File: src/pkg/tq_pkg.sv
// constants shared by the transmit queue and its storage
package tq_pkg;

  localparam int unsigned TQ_WR_DATA_W = 8;
  localparam int unsigned TQ_RD_DATA_W = 4;
  localparam int unsigned TQ_WR_PTR_W = 8;
  localparam int unsigned TQ_RD_PTR_W = 9;
  localparam int unsigned TQ_MEM_DEPTH = 256;
  localparam int unsigned TQ_PACKET_BYTES = 265;

  localparam int unsigned TQ_NIB_LO_MSB = 3;
  localparam int unsigned TQ_NIB_LO_LSB = 0;
  localparam int unsigned TQ_NIB_HI_MSB = 7;
  localparam int unsigned TQ_NIB_HI_LSB = 4;
  localparam int unsigned TQ_RD_WORD_MSB = 8;
  localparam int unsigned TQ_RD_WORD_LSB = 1;
  localparam int unsigned TQ_RD_NIB_BIT = 0;

  localparam logic [TQ_WR_PTR_W-1:0] TQ_WR_PTR_RST = 8'h00;
  localparam logic [TQ_RD_PTR_W-1:0] TQ_RD_PTR_RST = 9'h000;
  localparam logic [TQ_RD_DATA_W-1:0] TQ_RD_DATA_RST = 4'h0;
  localparam logic TQ_EMPTY_RST = 1'b1;
  localparam logic TQ_FULL_RST = 1'b0;
  localparam logic TQ_DIR_RST = 1'b0;

endpackage : tq_pkg

File: src/rtl/tq_mem.sv
// byte-wide synchronous storage with a registered nibble read port
`timescale 1ns/1ps
module tq_mem
  import tq_pkg::*;
(
  input wire logic ref_clk_i,
  input wire logic rst_i,
  input wire logic wr_en_i,
  input wire logic [TQ_WR_PTR_W-1:0] wr_addr_i,
  input wire logic [TQ_WR_DATA_W-1:0] wr_data_i,
  input wire logic rd_en_i,
  input wire logic [TQ_WR_PTR_W-1:0] rd_addr_i,
  input wire logic rd_hi_i,
  output logic [TQ_RD_DATA_W-1:0] rd_data_o
);

  logic [TQ_WR_DATA_W-1:0] mem_r [TQ_MEM_DEPTH];
  wire logic [TQ_WR_DATA_W-1:0] word_sel;
  wire logic [TQ_RD_DATA_W-1:0] nib_nxt;

  ////////////////////////////////////////////////////////////////////////////
  // no reset on the array so it maps to a ram
  always_ff @(posedge ref_clk_i) begin
    if (wr_en_i) begin
      mem_r[wr_addr_i] <= wr_data_i;
    end
  end

  ////////////////////////////////////////////////////////////////////////////
  assign word_sel = mem_r[rd_addr_i];
  assign nib_nxt = rd_hi_i ? word_sel[TQ_NIB_HI_MSB:TQ_NIB_HI_LSB]
                           : word_sel[TQ_NIB_LO_MSB:TQ_NIB_LO_LSB];

  always_ff @(posedge ref_clk_i or posedge rst_i) begin
    if (rst_i) begin
      rd_data_o <= TQ_RD_DATA_RST;
    end else if (rd_en_i) begin
      rd_data_o <= nib_nxt;
    end
  end

endmodule : tq_mem

File: src/rtl/tq_transmit_queue.sv
// byte-in, nibble-out transmit queue with gray pointers and retimed flags
`timescale 1ns/1ps
module tq_transmit_queue
  import tq_pkg::*;
(
  input wire logic ref_clk_i,
  input wire logic rst_i,
  input wire logic wr_en_i,
  input wire logic [TQ_WR_DATA_W-1:0] wr_data_i,
  output logic wr_full_o,
  input wire logic rd_en_i,
  output logic [TQ_RD_DATA_W-1:0] rd_data_o,
  output logic rd_empty_o
);

  ////////////////////////////////////////////////////////////////////////////
  // gray helpers, used for both pointer widths
  function automatic logic [TQ_RD_PTR_W-1:0] tq_gray_inc(
    input logic [TQ_RD_PTR_W-1:0] g
  );
    logic [TQ_RD_PTR_W-1:0] b;
    b = '0;
    b[TQ_RD_PTR_W-1] = g[TQ_RD_PTR_W-1];
    for (int i = TQ_RD_PTR_W - 2; i >= 0; i--) begin
      b[i] = b[i+1] ^ g[i];
    end
    b = b + 1'b1;
    return b ^ (b >> 1);
  endfunction : tq_gray_inc

  ////////////////////////////////////////////////////////////////////////////
  logic [TQ_WR_PTR_W-1:0] wr_ptr_r;
  logic [TQ_RD_PTR_W-1:0] rd_ptr_r;
  logic dir_r;
  logic empty_hold_r;
  logic full_hold_r;

  wire logic wr_do;
  wire logic rd_do;
  wire logic [TQ_RD_PTR_W-1:0] wr_ext_inc;
  wire logic [TQ_WR_PTR_W-1:0] wr_ptr_nxt;
  wire logic [TQ_RD_PTR_W-1:0] rd_ptr_nxt;
  wire logic dir_nxt;
  wire logic [TQ_RD_PTR_W-1:0] wr_cmp_nxt;
  wire logic empty_raw_nxt;
  wire logic full_raw_nxt;
  wire logic rd_odd_nxt;
  wire logic rd_hi;

  ////////////////////////////////////////////////////////////////////////////
  // qualified strobes; flags are registered, so no same-cycle race
  assign wr_do = wr_en_i & ~wr_full_o;
  assign rd_do = rd_en_i & ~rd_empty_o;

  // write pointer stepped through the wide helper; its msb folds back
  // in, else the wrap from the last word gives a wrong code
  assign wr_ext_inc = tq_gray_inc({1'b0, wr_ptr_r});
  assign wr_ptr_nxt = wr_do ? {wr_ext_inc[TQ_RD_PTR_W-1] ^ wr_ext_inc[TQ_WR_PTR_W-1],
                               wr_ext_inc[TQ_WR_PTR_W-2:0]} : wr_ptr_r;
  assign rd_ptr_nxt = rd_do ? tq_gray_inc(rd_ptr_r) : rd_ptr_r;

  // direction tells full from empty when the pointers meet; a write
  // outweighs a read in the same cycle since it adds two nibbles
  assign dir_nxt = wr_do ? 1'b1 : (rd_do ? 1'b0 : dir_r);

  assign wr_cmp_nxt = {wr_ptr_nxt, ^wr_ptr_nxt};
  assign empty_raw_nxt = (rd_ptr_nxt == wr_cmp_nxt) & ~dir_nxt;
  // reader midway through the matching word: still full, a write would
  // overwrite its unread high nibble
  assign rd_odd_nxt = ^rd_ptr_nxt;
  assign full_raw_nxt =
    (rd_ptr_nxt[TQ_RD_WORD_MSB:TQ_RD_WORD_LSB] == wr_ptr_nxt) &
    (dir_nxt | rd_odd_nxt);

  // binary nibble index lsb is the parity of the whole gray pointer
  assign rd_hi = rd_ptr_r[TQ_RD_NIB_BIT] ^
                 ~(~^rd_ptr_r[TQ_RD_WORD_MSB:TQ_RD_WORD_LSB]);

  ////////////////////////////////////////////////////////////////////////////
  always_ff @(posedge ref_clk_i or posedge rst_i) begin
    if (rst_i) begin
      wr_ptr_r <= TQ_WR_PTR_RST;
      rd_ptr_r <= TQ_RD_PTR_RST;
      dir_r <= TQ_DIR_RST;
    end else begin
      wr_ptr_r <= wr_ptr_nxt;
      rd_ptr_r <= rd_ptr_nxt;
      dir_r <= dir_nxt;
    end
  end

  ////////////////////////////////////////////////////////////////////////////
  // two flops per flag: set on the edge that fills or drains,
  // release one edge after the raw condition goes away
  always_ff @(posedge ref_clk_i or posedge rst_i) begin
    if (rst_i) begin
      empty_hold_r <= TQ_EMPTY_RST;
      rd_empty_o <= TQ_EMPTY_RST;
      full_hold_r <= TQ_FULL_RST;
      wr_full_o <= TQ_FULL_RST;
    end else begin
      empty_hold_r <= empty_raw_nxt;
      rd_empty_o <= empty_raw_nxt | empty_hold_r;
      full_hold_r <= full_raw_nxt;
      wr_full_o <= full_raw_nxt | full_hold_r;
    end
  end

  ////////////////////////////////////////////////////////////////////////////
  // storage; depth caps the queue at one ram of bytes
  tq_mem u_mem (
    .ref_clk_i(ref_clk_i),
    .rst_i(rst_i),
    .wr_en_i(wr_do),
    .wr_addr_i(wr_ptr_r),
    .wr_data_i(wr_data_i),
    .rd_en_i(rd_do),
    .rd_addr_i(rd_ptr_r[TQ_RD_WORD_MSB:TQ_RD_WORD_LSB]),
    .rd_hi_i(rd_hi),
    .rd_data_o(rd_data_o)
  );

endmodule : tq_transmit_queue

File: config.mk
export PLATFORM = sky130hd
export DESIGN_NAME = tq_transmit_queue
export DESIGN_NICKNAME = d
export VERILOG_FILES = /design/src/pkg/tq_pkg.sv /design/src/rtl/tq_mem.sv /design/src/rtl/tq_transmit_queue.sv
export SDC_FILE = /design/constraint.sdc
export NUM_CORES = 2
export LEC_CHECK = 0
export BUFFER_PORTS_ARGS = -buffer_cell sky130_fd_sc_hd__buf_2
export CORE_MARGIN = 4
export CORE_UTILIZATION = 30
export DETAILED_ROUTE_END_ITERATION = 10
export PLACE_DENSITY = 0.43
export SLEW_MARGIN = 10
export SYNTH_ARGS = -nofsm -noshare
export SYNTH_HDL_FRONTEND = slang
export SYNTH_SLANG_ARGS = --single-unit
File: constraint.sdc
create_clock -name ref_clk_i -period 4.8 [get_ports ref_clk_i]
set_clock_uncertainty 0.05 [all_clocks]
set_input_delay 0.24 -clock ref_clk_i [delete_from_list [all_inputs] [get_ports ref_clk_i]]
set_output_delay 0.24 -clock ref_clk_i [all_outputs]
set_load 0.02 [all_outputs]
==> impl_results.md <==
- Status: complete, but fails checks
- Violated checks: hold timing
- Placer Congestion: just over 0.8
- Drt via density: 5.18
- Slew of the pin with the lowest slew margin: between 1 and 1.5 ns
- Fill cells: 25153
- Die width: 529 um
- Clock Latency Late Sink: between 0.8 and 0.9 ns
- Largest net degree at the start of global routing: 140
- Met3 GRT Util: 2.88%
- CP Max Fanout: 3
- Fin crit period: approximately 4.6 ns
- DRT iter0 DRCs: ~5000
- Post-synthesis register bit count: 2074
- Setup_tns: 0 ns
- Peak VDD IR: 0.755 mV
- Final #Nets: 4355
- Post-DP HPWL: 164 mm
- WHS: -0.0207 ns
- Asr flop ratio synth: 1.25%
- Relative slew margins: 14.4%
- CTS Buf Count: between 200 and 250
- Initial antenna violation count: 13
- Gr busiest metal: met2
- First-pass GRT wire length: 359 mm
- CTS tree: built
- DRC errors left: 0
- Leak: 0.0298 uW
- Endpoints failing setup: 0
- Die area: 280000 sq um
- # clock sinks: 2074
- Initial Utilization: 30.2%
- Port bufs: 17
- Post-route clock period utilization: roughly 97%
- Synth Area per Inst: 20.8 sq um
- Share of layout cells above drive strength 1: 28.2%
- Area Overhead vs Synth: 17.0%
- Critical Path Source Type: register
- Post-place setup slack: -0.0748 ns
- Clk buf depth: 3
- Io pins: 18
- Router iterations before antenna repair: 5
- Fmax: 215 MHz
- Placed insts: about 7600
- Post-synth top area share: 75.6%
- Max Cap Viol: 0
- Cell taking the most area after synthesis: edfxtp_1
- Number of synthesized flops with an enable pin: 2048
- Most used flip-flop cell after synthesis: edfxtp_1
- Mapped Area: slightly above 80000 sq um
- Vias: between 40000 and 50000
- Synth Instances: 3908
- Library cells used by synthesis: 83
- Arr. time, crit path: 5.37 ns
- Grt ovf: 0
- Sequential area share after synthesis: 76.4%
- WL final: 261 mm
- Register Area: 62200 sq um
- Global routing usage on met1: around a quarter
- Slew Limit Fails: 0
- Clock Pin Slew Worst Setup and Hold Paths: 0.06 ns
- CP Class: register to register
- Vias in the first global route: around 42000
- Met2 Use GR: 29.2%
- Post-DRT Antenna Nets: 0
- Class of the worst hold path: primary input to register
- Footprint of the multi-input gates: 17800 sq um
- Synth top area cells: edfxtp_1, mux4_2, nor2_1
- WL per Instance: approximately 32 um
- Tot GR Track Use: 18.4%
- Worst Setup End Kind: register
- H-tree depth: 4
- Synthesized net count: between 3000 and 4000
- Syn. warnings: 0
- PnR worst setup slack: 0.158 ns
- Power per Cell Area: 628 nW/um^2
- Count of final hold-check violations: 1
- Clock root buffer: clkbuf_16
- Core Rows: 190
- Die height: 529 um
- Core area: 269000 sq um
- WP data required: 5.53 ns
- Post-Layout Cell Count: 8068
[synthesized netlist by cell type (4+ instances only)]
library cell     n
edfxtp_1      2048
mux4_2         466
nor2_1         312
nand2_1        113
clkbuf_1        86
o22ai_1         75
a22oi_1         68
a21oi_1         67
mux2i_1         63
buf_2           42
nand3_1         42
buf_6           40
xnor2_1         40
o21ai_0         38
inv_1           35
buf_4           25
dfrtp_1         24
a22o_1          21
nor4_1          21
a221oi_1        19
mux2_2          18
ha_1            17
mux4_1          16
a31oi_1         15
nor3_1          13
nand4_1         12
o221ai_1        12
nor2b_1         11
and3_1           8
buf_1            8
buf_12           8
a2111oi_0        7
a211oi_1         7
buf_8            7
xor2_1           7
and2_1           6
o22a_1           6
clkbuf_8         5
o2111ai_1        5
nand2b_1         4
nand3b_1         4
xnor3_1          4
[timing repair]
action	4_1_cts	5_1_grt
hold buffers	10	0
pin swaps	0	16
buffers inserted	0	6
endpoints found under the setup margin	3	4
gates resized for setup	3	23
endpoints found under the hold margin	554	0
[critical path: stages, from the launching register on]
cell	delay [ns]
dfrtp_1	0.39
inv_1	0.11
ha_4	0.21
ha_1	0.26
inv_1	0.07
ha_1	0.27
inv_1	0.07
ha_4	0.28
inv_1	0.04
ha_1	0.29
inv_1	0.06
ha_1	0.30
inv_1	0.05
ha_1	0.31
nor2b_2	0.15
nand4_1	0.15
xnor2_2	0.23
xnor3_1	0.24
xnor3_1	0.39
xnor3_1	0.26
nor4_4	0.24
or2_1	0.13
[sequential cells by signal, indices dropped and copies added (netlist names)]
name	flops
full_hold_r	1
wr_full_o	1
wr_ptr_r	8
dir_r	1
rd_ptr_r	9
u_mem.rd_data_o	4
rd_empty_o	1
u_mem.mem_r	2048
empty_hold_r	1
[final timing paths]
| kind | start | end | slack (ns) | cells past startpoint |
|---|---|---|---|---|
| setup / recovery | wr_ptr_r[7]$_DFF_PP0_ | rd_empty_o$_DFF_PP1_ | 0.16 | 21 |
| hold / removal | wr_data_i[0] | u_mem.mem_r[84][0]$_DFFE_PP_ | -0.02 | 1 |
| setup reg to reg | wr_ptr_r[7]$_DFF_PP0_ | rd_empty_o$_DFF_PP1_ | 0.16 | 21 |
| hold reg to reg | full_hold_r$_DFF_PP0_ | wr_full_o$_DFF_PP0_ | 0.42 | 1 |
| min in group asynchronous | rst_i | wr_ptr_r[6]$_DFF_PP0_ | 0.55 | 5 |
| max in group asynchronous | rst_i | rd_ptr_r[4]$_DFF_PP0_ | 3.80 | 5 |
[per-layer routing]
metal / vias to the layer above / wire length [um]
met4: 2 / 5830
met5: - / 13
met3: 298 / 14800
li1: 17121 / -
met1: 22985 / 118000
met2: 1413 / 123000
[layout by cell type, fill, tap and decap left out, drive strengths merged, types with 9 or more instances in the layout]
master / Yosys / layout
a22oi: 68 / 68
nand3: 42 / 42
edfxtp: 2048 / 2048
dlygate4sd3: 0 / 10
inv: 36 / 47
bufinv: 0 / 23
clkinv: 2 / 102
ha: 17 / 17
o221ai: 12 / 12
dfrtp: 24 / 24
buf: 130 / 410
a31oi: 15 / 15
a22o: 21 / 21
a2111oi: 9 / 9
a221oi: 21 / 21
clkbuf: 93 / 269
xnor2: 43 / 43
o22ai: 75 / 75
nor3: 14 / 14
o21ai: 41 / 41
mux2i: 63 / 63
nor4: 22 / 22
nor2b: 12 / 12
nand2: 113 / 113
nor2: 312 / 312
nand4: 12 / 12
a21oi: 67 / 67
mux4: 482 / 482
mux2: 18 / 18
[cell type report]
class,instances,share of cell area [%]
multi-input combinational,1573,18.7
clock buffer,267,5.94
antenna,3,0.00788
inverter,38,0.151
timing repair buffer,422,3.84
tap,3552,4.67
clock inverter,139,1.42
sequential,2074,65.3
[power by group]
group          total [uW]  internal (uW)  switching (uW)
clock               16800           9610            7170
sequential          20600          20200             334
combinational       22500           9010           13500
total               59800          38900           21000
[metrics by stage]
stage	hold slack [ns]	cell area [sq um]	power, uW	util (%)
4_1_cts	0.0346	95100	59700	35.3
2_1_floorplan	0.229	81400	33800	-
5_1_grt	0.0162	95300	62000	35.4
3_3_place_gp	0.315	87900	42800	32.7
6_report	-0.0207	95300	59800	35.4
3_5_place_dp	0.315	87900	42700	32.7
[logic make-up after synthesis]
kind of cell	after synthesis	synth area share [%]
AO/OA/AOI/OAI	375	3.19
XOR/XNOR	55	0.696
adder cells (fa/ha/maj)	17	0.261
buffers and inverters	261	2.08
flip-flops	2074	76.4
multiplexers	563	14.4
AND/OR/NAND/NOR	563	2.98
No activity file was read; power rests on OpenSTA's default activity.
